`config.mk`:
```
export PLATFORM = sky130hd
export DESIGN_NAME = cksd_top
export DESIGN_NICKNAME = d
export VERILOG_FILES = /design/src/core/cksd_pkg.sv /design/src/core/cksd_if.sv /design/src/core/cksd_settle.sv /design/src/core/cksd_divider.sv /design/src/core/cksd_top.sv
export VERILOG_INCLUDE_DIRS = /design/src /design/src/core
export SDC_FILE = /design/constraint.sdc
export NUM_CORES = 1
export LEC_CHECK = 0
export BUFFER_PORTS_ARGS = -buffer_cell sky130_fd_sc_hd__buf_4
export CAP_MARGIN = 20
export CORE_MARGIN = 4
export CORE_UTILIZATION = 44
export DETAILED_ROUTE_END_ITERATION = 12
export PLACE_DENSITY = 0.8
export SLEW_MARGIN = 20
export SYNTH_ARGS = -nofsm -noshare
export SYNTH_HDL_FRONTEND = slang
export SYNTH_SLANG_ARGS = --single-unit
```
`constraint.sdc`:
```
create_clock -name clk_i -period 2.1 [get_ports clk_i]
set_input_delay 0.63 -clock clk_i [delete_from_list [all_inputs] [get_ports clk_i]]
set_output_delay 0.63 -clock clk_i [all_outputs]
set_load 0.02 [all_outputs]
```
`src/core/cksd_defs.svh`:
```
`ifndef CKSD_DEFS_SVH
`define CKSD_DEFS_SVH

// register indices; the byte address on the bus is four times the index
`define CKSD_IDX_PIN_MODE 16'hFF9F
`define CKSD_IDX_IOSC_MODE 16'hFFA0
`define CKSD_IDX_MOSC_CTRL 16'hFFA2
`define CKSD_IDX_CLK_STATUS 16'hFFA8
`define CKSD_IDX_CPU_DIV 16'hFFFB

// reset values
`define CKSD_RST_PIN_MODE 8'h00
`define CKSD_RST_CPU_DIV 8'h01
`define CKSD_RST_IOSC_CTRL 2'h0
`define CKSD_RST_MOSC_CTRL 8'h80

// field positions
`define CKSD_BIT_EXT_CLOCK_SELECT 7
`define CKSD_BIT_OSCILLATOR_SELECT 6
`define CKSD_BIT_HS_OSC_STABLE 7
`define CKSD_BIT_LOW_SPEED_OSC_STOP 1
`define CKSD_BIT_HS_INTERNAL_OSC_STOP 0
`define CKSD_BIT_HS_SYSTEM_CLOCK_STOP 7
`define CKSD_BIT_MAIN_CLOCK_STATUS 0
`define CKSD_BIT_HS_SYS_RUNNING 1
`define CKSD_BIT_MAIN_CLK_RUNNING 2

// writable bit masks; all other bits are fixed zero except the stability flag in bit 7 of the oscillator mode register
`define CKSD_MASK_PIN_MODE 8'hC0
`define CKSD_MASK_CPU_DIV 8'h07
`define CKSD_MASK_IOSC_MODE 8'h03
`define CKSD_MASK_MOSC_CTRL 8'h80

// timing
`define CKSD_CLK_PERIOD_NS 8
`define CKSD_IHS_SETTLE_NS 10000
`define CKSD_IHS_SETTLE_CYC ((`CKSD_IHS_SETTLE_NS + `CKSD_CLK_PERIOD_NS - 1) / `CKSD_CLK_PERIOD_NS)

`endif

```
`src/core/cksd_pkg.sv`:
```
package cksd_pkg;

	typedef enum logic [1:0] {
		CKSD_PIN_PORT = 2'h0,
		CKSD_PIN_CRYSTAL = 2'h1,
		CKSD_PIN_PORT_ALT = 2'h2,
		CKSD_PIN_EXT_CLOCK = 2'h3
	} cksd_pin_mode_e;

	typedef enum logic [2:0] {
		CKSD_DIV_1 = 3'h0,
		CKSD_DIV_2 = 3'h1,
		CKSD_DIV_4 = 3'h2,
		CKSD_DIV_8 = 3'h3,
		CKSD_DIV_16 = 3'h4
	} cksd_div_e;

	typedef enum logic [1:0] {
		CKSD_OSC_OFF = 2'h0,
		CKSD_OSC_SETTLING = 2'h1,
		CKSD_OSC_STABLE = 2'h3
	} cksd_osc_state_e;

	typedef logic [7:0] cksd_byte_t;

endpackage

```
`src/core/cksd_if.sv`:
```
interface cksd_if;
	logic [2:0] div_code;
	logic clk_run;
	logic cpu_tick;
	logic ihs_run;
	logic ihs_stable;

	modport ctrl (
		output div_code,
		output clk_run,
		output ihs_run,
		input cpu_tick,
		input ihs_stable
	);

	modport divider (
		input div_code,
		input clk_run,
		output cpu_tick
	);

	modport settle (
		input ihs_run,
		output ihs_stable
	);
endinterface

```
`src/core/cksd_settle.sv`:
```
`include "cksd_defs.svh"

module cksd_settle (
	input wire logic clk_i,
	input wire logic rst_i,
	cksd_if.settle osc
);
	import cksd_pkg::*;

	localparam logic [10:0] SETTLE_LAST = 11'(`CKSD_IHS_SETTLE_CYC - 1);

	cksd_osc_state_e state_q, state_d;
	logic [10:0] cnt_q, cnt_d;
	logic cnt_done;

	assign cnt_done = (cnt_q == SETTLE_LAST);
	assign osc.ihs_stable = (state_q == CKSD_OSC_STABLE);

	// a stop throws away the settled state: a restart must settle again
	always_comb begin
		state_d = state_q;
		cnt_d = cnt_q;
		unique case (state_q)
			CKSD_OSC_OFF: begin
				cnt_d = 11'h000;
				if (osc.ihs_run) begin
					state_d = CKSD_OSC_SETTLING;
				end
			end
			CKSD_OSC_SETTLING: begin
				cnt_d = cnt_q + 11'h001;
				if (!osc.ihs_run) begin
					state_d = CKSD_OSC_OFF;
				end else if (cnt_done) begin
					state_d = CKSD_OSC_STABLE;
				end
			end
			CKSD_OSC_STABLE: begin
				cnt_d = 11'h000;
				if (!osc.ihs_run) begin
					state_d = CKSD_OSC_OFF;
				end
			end
			default: begin
				state_d = CKSD_OSC_OFF;
				cnt_d = 11'h000;
			end
		endcase
	end

	always_ff @(posedge clk_i) begin
		if (rst_i) begin
			state_q <= CKSD_OSC_OFF;
			cnt_q <= 11'h000;
		end else begin
			state_q <= state_d;
			cnt_q <= cnt_d;
		end
	end
endmodule // cksd_settle

```
`src/core/cksd_divider.sv`:
```
module cksd_divider (
	input wire logic clk_i,
	input wire logic rst_i,
	cksd_if.divider div
);
	import cksd_pkg::*;

	logic [3:0] cnt_q;
	logic [3:0] mask;
	logic tick_q;
	logic at_end;

	// prohibited codes fall back to the slowest ratio rather than run too fast
	assign mask = (div.div_code == CKSD_DIV_1) ? 4'h0 :
		(div.div_code == CKSD_DIV_2) ? 4'h1 :
		(div.div_code == CKSD_DIV_4) ? 4'h3 :
		(div.div_code == CKSD_DIV_8) ? 4'h7 : 4'hF;
	assign at_end = ((cnt_q & mask) == mask);
	assign div.cpu_tick = tick_q;

	always_ff @(posedge clk_i) begin
		if (rst_i) begin
			cnt_q <= 4'h0;
			tick_q <= 1'b0;
		end else begin
			cnt_q <= div.clk_run ? cnt_q + 4'h1 : 4'h0;
			tick_q <= div.clk_run && at_end;
		end
	end
endmodule // cksd_divider

```
`src/core/cksd_top.sv`:
```
`include "cksd_defs.svh"

// Summary of operation
// pin mode 00/10 input port, 01 crystal oscillation, 11 external clock input.
// pin mode register resets to zero, both oscillator pins are input ports.
// software writes zero to the low six bits of the pin mode register.
// software changes pin mode bits only while the high-speed clock stop bit is 1.
// divider codes 000 to 100 give divide by 1, 2, 4, 8, 16; others prohibited.
// divider register resets to 01H, divide by two.
// the divider never slows the peripheral clock.
// software writes zero to bits three to seven of the divider register.
// internal oscillator register reads 00H after reset, then 80H once stable.
// stability flag reads 0 while settling and 1 once running stably.
// low-speed stop bit 1 stops the low-speed oscillator, 0 keeps it running.
// high-speed stop bit 1 stops the internal high-speed oscillator, 0 runs it.
// software stops the internal oscillator only while the high-speed system clock is used.
// main oscillator control register resets to 80H, high-speed system clock stopped.
// stop bit 0 runs crystal or enables external clock; 1 stops or disables it.
// software clears the high-speed stop bit only while the regulator register is 00H.
// software sets the high-speed stop bit only while the internal clock is used.
// software never clears the high-speed stop bit in input port mode.
// peripherals get no clock while stopped; software reinitializes them after restart.
// main clock status reads 0 on internal clock, 1 on high-speed system clock.
// fixed-zero register bits read zero whatever was written.
module cksd_top (
	input wire logic clk_i,
	input wire logic rst_i,
	input wire logic psel_i,
	input wire logic penable_i,
	input wire logic pwrite_i,
	input wire logic [17:0] paddr_i,
	input wire logic [31:0] pwdata_i,
	output logic [31:0] prdata_o,
	output logic pready_o,
	output logic pslverr_o,
	input wire logic main_clock_status_i,
	output cksd_pkg::cksd_pin_mode_e pin_mode_o,
	output logic crystal_pin_port_o,
	output logic x2_pin_port_o,
	output logic crystal_osc_en_o,
	output logic ext_clock_en_o,
	output logic hs_internal_osc_en_o,
	output logic low_speed_osc_en_o,
	output logic main_clk_running_o,
	output logic cpu_clk_tick_o,
	output logic periph_clk_en_o
);
	import cksd_pkg::*;

	cksd_if link ();

	// register state
	cksd_byte_t pin_mode_q;
	cksd_byte_t cpu_div_q;
	logic [1:0] iosc_ctrl_q;
	cksd_byte_t mosc_ctrl_q;

	// bus state
	logic ack_q;
	logic [31:0] rdata_q;
	logic err_q;

	// bus decode
	logic access;
	logic aligned;
	logic [15:0] idx;
	logic hit_pin_mode;
	logic hit_cpu_div;
	logic hit_iosc_mode;
	logic hit_mosc_ctrl;
	logic hit_status;
	logic hit_any;
	logic wr_commit;
	cksd_byte_t wbyte;
	cksd_byte_t rd_byte;

	// clock state
	logic ihs_stop;
	logic ils_stop;
	logic hs_sys_stop;
	cksd_pin_mode_e pin_mode;
	logic hs_sys_running;
	logic ihs_running;
	logic main_running;
	cksd_byte_t iosc_mode_rd;
	cksd_byte_t status_rd;

	// one wait state: the first access cycle loads the read data flop, the second ends the transfer
	assign access = psel_i && penable_i;
	assign aligned = (paddr_i[1:0] == 2'h0);
	assign idx = paddr_i[17:2];
	assign hit_pin_mode = aligned && (idx == `CKSD_IDX_PIN_MODE);
	assign hit_cpu_div = aligned && (idx == `CKSD_IDX_CPU_DIV);
	assign hit_iosc_mode = aligned && (idx == `CKSD_IDX_IOSC_MODE);
	assign hit_mosc_ctrl = aligned && (idx == `CKSD_IDX_MOSC_CTRL);
	assign hit_status = aligned && (idx == `CKSD_IDX_CLK_STATUS);
	assign hit_any = hit_pin_mode || hit_cpu_div || hit_iosc_mode || hit_mosc_ctrl || hit_status;
	assign wr_commit = access && ack_q && pwrite_i && hit_any;
	assign wbyte = pwdata_i[7:0];

	assign pready_o = ack_q;
	assign pslverr_o = err_q;
	assign prdata_o = rdata_q;

	// control bits out of the registers
	assign pin_mode = cksd_pin_mode_e'(pin_mode_q[`CKSD_BIT_EXT_CLOCK_SELECT -: 2]);
	assign ihs_stop = iosc_ctrl_q[`CKSD_BIT_HS_INTERNAL_OSC_STOP];
	assign ils_stop = iosc_ctrl_q[`CKSD_BIT_LOW_SPEED_OSC_STOP];
	assign hs_sys_stop = mosc_ctrl_q[`CKSD_BIT_HS_SYSTEM_CLOCK_STOP];

	// pin decode: both port codes leave the pins alone
	assign crystal_pin_port_o = (pin_mode != CKSD_PIN_CRYSTAL);
	assign x2_pin_port_o = (pin_mode == CKSD_PIN_PORT) || (pin_mode == CKSD_PIN_PORT_ALT);

	// stop bit gates whichever high-speed source the pin mode has chosen
	assign crystal_osc_en_o = (pin_mode == CKSD_PIN_CRYSTAL) && !hs_sys_stop;
	assign ext_clock_en_o = (pin_mode == CKSD_PIN_EXT_CLOCK) && !hs_sys_stop;
	assign hs_sys_running = crystal_osc_en_o || ext_clock_en_o;

	assign hs_internal_osc_en_o = !ihs_stop;
	assign low_speed_osc_en_o = !ils_stop;

	// the internal source counts as running only once it has settled
	assign ihs_running = link.ihs_stable;
	assign main_running = main_clock_status_i ? hs_sys_running : ihs_running;
	assign main_clk_running_o = main_running;

	// peripheral clock follows the main clock undivided and stops with it
	assign periph_clk_en_o = main_running;
	assign cpu_clk_tick_o = link.cpu_tick;

	assign link.div_code = cpu_div_q[2:0];
	assign link.clk_run = main_running;
	assign link.ihs_run = !ihs_stop;

	// stability flag is zero until the settle timer finishes
	assign iosc_mode_rd = {link.ihs_stable, 5'h00, iosc_ctrl_q};
	assign status_rd = {5'h00, main_running, hs_sys_running, main_clock_status_i};

	assign rd_byte = hit_pin_mode ? pin_mode_q :
		hit_cpu_div ? cpu_div_q :
		hit_iosc_mode ? iosc_mode_rd :
		hit_mosc_ctrl ? mosc_ctrl_q :
		hit_status ? status_rd : 8'h00;

	cksd_settle u_settle (
		.clk_i(clk_i),
		.rst_i(rst_i),
		.osc(link.settle)
	);

	cksd_divider u_divider (
		.clk_i(clk_i),
		.rst_i(rst_i),
		.div(link.divider)
	);

	// bus handshake
	always_ff @(posedge clk_i) begin
		if (rst_i) begin
			ack_q <= 1'b0;
			err_q <= 1'b0;
			rdata_q <= 32'h0000_0000;
		end else begin
			ack_q <= access && !ack_q;
			err_q <= access && !ack_q && !hit_any;
			if (access && !ack_q) begin
				rdata_q <= (pwrite_i || !hit_any) ? 32'h0000_0000 : {24'h00_0000, rd_byte};
			end
		end
	end

	// pin mode register; pin mode changes are trusted to come with the stop bit set
	always_ff @(posedge clk_i) begin
		if (rst_i) begin
			pin_mode_q <= `CKSD_RST_PIN_MODE;
		end else if (wr_commit && hit_pin_mode) begin
			pin_mode_q <= wbyte & `CKSD_MASK_PIN_MODE;
		end
	end

	// divider register; a prohibited code is stored as written
	always_ff @(posedge clk_i) begin
		if (rst_i) begin
			cpu_div_q <= `CKSD_RST_CPU_DIV;
		end else if (wr_commit && hit_cpu_div) begin
			cpu_div_q <= wbyte & `CKSD_MASK_CPU_DIV;
		end
	end

	// internal oscillator stop bits; the stability flag is not writable
	always_ff @(posedge clk_i) begin
		if (rst_i) begin
			iosc_ctrl_q <= `CKSD_RST_IOSC_CTRL;
		end else if (wr_commit && hit_iosc_mode) begin
			iosc_ctrl_q <= 2'(wbyte & `CKSD_MASK_IOSC_MODE);
		end
	end

	// main oscillator control; no lockout, software owns the sequencing
	always_ff @(posedge clk_i) begin
		if (rst_i) begin
			mosc_ctrl_q <= `CKSD_RST_MOSC_CTRL;
		end else if (wr_commit && hit_mosc_ctrl) begin
			mosc_ctrl_q <= wbyte & `CKSD_MASK_MOSC_CTRL;
		end
	end

	assign pin_mode_o = pin_mode;
endmodule // cksd_top

```
# --- Yosys cells after proc, flatten, opt, wreduce, memory -nomap -nowiden ---
# Index checks and enable logic that the tools add are counted.
word_totals:
  n_memories: 0
  regBits: 60
  output_inout_bits: 45
  latch_bits: 0
  ramBits: 0
  romBits: 0
  in_bits: 56
op_classes:
  div: 0
  n_reduce_logical: 37
  n_mux: 16
  mul: 0
  n_bitwise: 3
  eq_ne: 19
  n_lt_le_gt_ge: 0
  n_shift: 0
  n_addsub: 2
op_table:
  columns: ["op", "count"]
  rows:
  - ["16-bit equality test (second input constant)", 5]
  - ["8-bit 2-to-1 mux", 5]
  - ["1-bit logical AND", 18]
  - ["4-bit 2-to-1 mux", 4]
  - ["11-bit by 1-bit adder with 11-bit output (second input constant)", 1]
  - ["11-bit equality test (second input constant)", 1]
  - ["2-bit 2-to-1 mux", 4]
  - ["1-bit logical OR", 7]
  - ["2-bit equality test (second input constant)", 3]
  - ["3-bit by 2-bit equality test with 1-bit output (second input constant)", 2]
  - ["2-bit logical NOT", 3]
  - ["2-bit one-hot mux with 3 select lines", 1]
  - ["1-bit logical NOT", 5]
  - ["4-bit by 1-bit adder with 4-bit output (second input constant)", 1]
  - ["4-bit bitwise AND", 1]
  - ["2-bit by 1-bit equality test with 1-bit output (second input constant)", 2]
  - ["4-bit equality test", 1]
  - ["2-bit != test (second input constant)", 2]
  - ["2-bit OR reduction", 2]
  - ["3-bit by 1-bit equality test with 1-bit output (second input constant)", 1]
  - ["3-bit logical NOT", 1]
  - ["3-bit 2-to-1 mux", 1]
  - ["3-bit by 2-bit != test with 1-bit output (second input constant)", 1]
  - ["3-bit AND reduction", 1]
  - ["3 further kinds", 4]

# --- Logic depth before layout (Yosys ltp) ---
logic_depth:
  word_depth: 10
  mapped_depth: 6
  depth_no_buf: 6

# --- By module ---
# Synthesis repeated with hierarchy kept, for this count alone.
unflattened:
  hier_cells: 224
  area_unflattened_um2: 1901.8
by_module_without_submodules:
  columns: ["mod", "n_inst", "cells_per_inst", "area_each_um2"]
  rows:
  - ["cksd_top", 1, 141, 1114.8]
  - ["cksd_settle", 1, 62, 578.1]
  - ["cksd_divider", 1, 21, 209.0]

# --- Least setup slack after synthesis ---
# OpenSTA, ideal clock, no wires.
synth_path:
  path_type: "input to output"
  from: "input main_clock_status_i"
  to: "output periph_clk_en_o"
  path_buffers: 1
  cell_stages: 2
  arrival_time_ps: 1539
  required_ps: 1470
  setup_slack_ps: -69
  path_cell_list: "o21ai_0 > buf_4"
synth_between:
  elab_chain_len: 1
synth_rtl:
  columns: ["item", "line_no", "source"]
  rows:
  - ["start, declared", "cksd_top.sv:36", "input wire logic main_clock_status_i,"]
  - ["1-bit 2-to-1 mux", "cksd_top.sv:125", "assign main_running = main_clock_status_i ? hs_sys_running : ihs_running;"]
  - ["end, declared", "cksd_top.sv:46", "output logic periph_clk_en_o"]
# Every way passes these cells.

# --- Worst setup path in the final report ---
layout_path:
  from: "register pin_mode_q[6]"
  to: "output periph_clk_en_o"
layout_between:
  elab_chain_len: 4
  word_cells_on_any_way: 6
  classes_between: "2 x eq/ne; 1 x mux; 3 x reduce/logical"
layout_rtl:
  columns: ["item", "line_no", "source"]
  rows:
  - ["start, declared", "cksd_top.sv:53", "cksd_byte_t pin_mode_q;"]
  - ["start signal, assigned", "cksd_top.sv:176", "pin_mode_q <= `CKSD_RST_PIN_MODE;"]
  - ["start signal, assigned", "cksd_top.sv:178", "pin_mode_q <= wbyte & `CKSD_MASK_PIN_MODE;"]
  - ["2-bit by 1-bit equality test with 1-bit output / 2-bit equality test (equally long branches)", "cksd_top.sv:116, cksd_top.sv:117", null]
  - ["1-bit logical AND, on equally long branches", "cksd_top.sv:116, cksd_top.sv:117", null]
  - ["1-bit logical OR *", "cksd_top.sv:118", "assign hs_sys_running = crystal_osc_en_o || ext_clock_en_o;"]
  - ["1-bit 2-to-1 mux *", "cksd_top.sv:125", null]
# Every way passes the cells marked *; elsewhere a longest branch is shown, timed or not.

==> impl_metrics.csv <==
group,metric,value,unit
clocking,cts_setup_buffers,0,
worst_setup_path,path_buf_inv,1,
place,dp_hpwl,3070,um
finish,final_util,59.6,%
flow_run,maxCapViolations,0,
yosys,synth_adder_area_share,2.10,%
detailed_routing,route.detailed.drc,0,
yosys,muxShareOfSynthArea,0,%
power,leakagePower,0.953,nW
floorplanning,core_area,0.00380,sq mm
floorplanning,die_y,71.7,um
yosys,ys_seq_area_share,37.0,%
worst_setup_path,path_cells,"nor2b_2 -> nand2_1 -> o21ai_1 -> buf_4",
run_status,outcome,"finished clean",
global_routing,grt_pass1_wl,6240,um
global_routing,track_usage,15.6,%
finish,seq_area,661,sq um
timing,period_minus_slack,1.97,ns
worst_setup_path,critPathMaxFanout,6,
global_routing,gr-usage-met2,24.4,%
detailed_routing,avgRoutedWirePerCell,12.2,um
yosys,synth_top_family_by_area,"simple AND/OR/NAND/NOR gates",
place,dp_cells,311,
finish,instances_no_fill,319,
detailed_routing,wl,3880,um
power,peakVddDrop,0.000310,V
yosys,synthCells,213,
global_routing,antenna_found_initial,0,
worst_setup_path,critPathArrivalTime,1.34,ns
yosys,yosys_warnings,0,
place,gp_congestion,0.887,
floorplanning,rows,22,
worst_setup_path,worstPathRequired,1.47,ns
floorplanning,die-area,0.00514,sq mm
worst_setup_path,critPathMaxStageDelay,0.42,ns
clocking,cts_buffers,5,
power,power_density,650,mW/mm^2
worst_hold_path,min_path_type,"reg2reg",
timing,finalHoldViolCount,0,
yosys,syn_area,0.00178,sq mm
yosys,synthXorXnorAreaFrac,4.91,%
floorplanning,start_util,47.0,%
detailed_routing,first_pass_iters,4,
global_routing,globalRouteMet1Util,19.4,%
floorplanning,ios,101,
clocking,clkLatencyLatePin,0.28,ns
timing,finalCritPeriodShare,93.8,%
timing,rsz0062_at_grt,"false",
finish,syn2layout_area_growth,26.8,%
yosys,postSynthAreaPerCell,8.38,sq um
yosys,synth_compound_area_share,11.2,%
finish,num_antenna_cells,0,
global_routing,grt_pass1_vias,1412,
clocking,cts.sink_count,33,
clocking,postCtsHoldBufs,0,
finish,fillers,336,
detailed_routing,ant_nets,0,
place,io_buffers,46,
finish,drive_above_1_share,29.5,%
worst_setup_path,critPathCaptureType,"primary output",
yosys,ys_ff_latch,33,
worst_setup_path,cp_top_family,"flip-flops",
clocking,path_clk_slew,0.07,ns
timing,finalSetupViolCount,0,
clocking,root_buffer,"clkbuf_8",
yosys,synthArstFlopShare,0,%
finish,multiInputGateArea,965,sq um
detailed_routing,viasPerCell,5.01,
yosys,synth_edf_count,0,
detailed_routing,vias,1599,
yosys,yosys.area_share.simple,30.1,%
global_routing,overflow,0,
yosys,synth_flop_cell,"dfxtp_1",
global_routing,grt_max_degree,14,
worst_setup_path,critical_path.slowest_cell,"dfxtp_1",
detailed_routing,drt_iter0_markers,131,
worst_setup_path,path_class,"reg2out",
clocking,cts_tree,"yes",
global_routing,grt.busiest_layer,"met2",
global_routing,grt_use_met3,3.79,%
timing,slew_violations,0,
floorplanning,die_x,71.7,um
timing,skew,0.00193,ns
clocking,htree_num_levels,2,
clocking,cts.path.max_buffers,2,
yosys,synthDistinctLibCells,46,
timing,fmax,508,MHz
finish,layout.nets,329,
worst_setup_path,startpoint_type,"flip-flop",
power breakdown:
group,internal (mW),switching [mW]
logic,0.0515,0.0835
registers,0.630,0.00361
clock network,0.471,0.229
flip-flops by register name (all words and copies together), names as in the netlist:
signal	count
mosc_ctrl_q	1
u_divider.cnt_q	4
pslverr_o	1
pin_mode_q	2
cpu_div_q	3
pready_o	1
iosc_ctrl_q	2
u_settle.cnt_q	11
prdata_o	5
u_divider.div.cpu_tick	1
u_settle.state_q	2
through the flow:
stage	power, mW	setup WS, ns	instance area, sq um	setup TNS, ns	hold slack (ns)
after floorplan	0.763	0.0858	1880	0	0.432
after global placement	0.779	-0.0519	2130	-0.142	0.441
after detailed placement	0.781	-0.0754	2130	-0.339	0.448
after CTS	1.49	0.0745	2260	0	0.462
after global routing	1.52	0.0116	2260	0	0.482
final	1.47	0.131	2260	0	0.456
what timing repair did:
| item | in CTS | in global routing |
|---|---|---|
| gates resized for setup | 0 | 1 |
| endpoints found under the setup margin | 0 | 2 |
| endpoints found under the hold margin | 0 | 0 |
path summary, 6_finish.rpt:
| check | from | end | slack, ns | depth (start not counted) |
|---|---|---|---|---|
| setup / recovery | pin_mode_q[6] | periph_clk_en_o | 0.13 | 4 |
| hold / removal | prdata_o[2] | prdata_o[2] | 0.46 | 2 |
| setup reg to reg | pready_o | prdata_o[1] | 0.52 | 4 |
| hold reg to reg | prdata_o[2] | prdata_o[2] | 0.46 | 2 |
worst register-to-register path, delay by kind of cell, from the launching register on:
family,cells,cell delay (ns)
simple gates,3,1.04
flops,1,0.34
compound gates,1,0.13
routing by layer:
metal  wire length, um  part of all wire (%)
met3               328                   8.4
met1              1570                    40
met2              1880                    48
met4               111                   2.9
met5                 0                     0
area by class of cell:
class	instances	share of cell area [%]
Multi-Input combinational cell	167	42.6
Sequential cell	33	29.2
Timing Repair Buffer	55	18.3
Clock buffer	5	3.04
Clock inverter	3	2.88
Tap cell	48	2.65
Inverter	8	1.33
cells by family after synthesis:
family	after synthesis
xor gates and xnor gates	10
DFF	33
buffers and inverters	39
adders and majority gates	3
AOI/OAI and AO/OA	28
and+or+nand+nor	99
other	1
cell usage after synthesis, drive strengths merged (3+ instances only):
cell type  number  share of area (%)
a21oi           7                2.0
and2            3                1.2
buf            29                 12
dfxtp          33                 37
ha              3                2.1
inv             8                1.7
nand2          23                4.8
nand3          15                4.2
nand4           6                2.1
nor2           23                4.8
nor2b           3                1.1
nor3            6                1.7
o21ai           9                3.2
or3             3                1.3
xnor2           4                2.0
xor2            6                2.9
placed cells by master, fill, tap and decap left out, types with 2 or more instances in the layout:
cell / netlist / routed
o21ai_2: 3 / 3
xnor2_1: 4 / 4
buf_4: 28 / 55
o21ai_0: 6 / 5
a32o_1: 2 / 2
clkbuf_8: 0 / 5
a22oi_1: 2 / 2
bufinv_16: 0 / 2
xor2_1: 6 / 6
nand2_1: 23 / 23
or3_1: 2 / 2
or2b_2: 2 / 2
and2_2: 2 / 2
nor2b_1: 3 / 2
nand4_1: 6 / 6
conb_1: 1 / 27
ha_1: 3 / 3
nand2b_1: 2 / 2
nor2_1: 23 / 23
inv_1: 8 / 8
a21oi_1: 7 / 7
dfxtp_1: 33 / 33
a31oi_1: 2 / 2
nand3_1: 15 / 15
nor3_1: 6 / 6
Power figures use the tool's default switching activity.
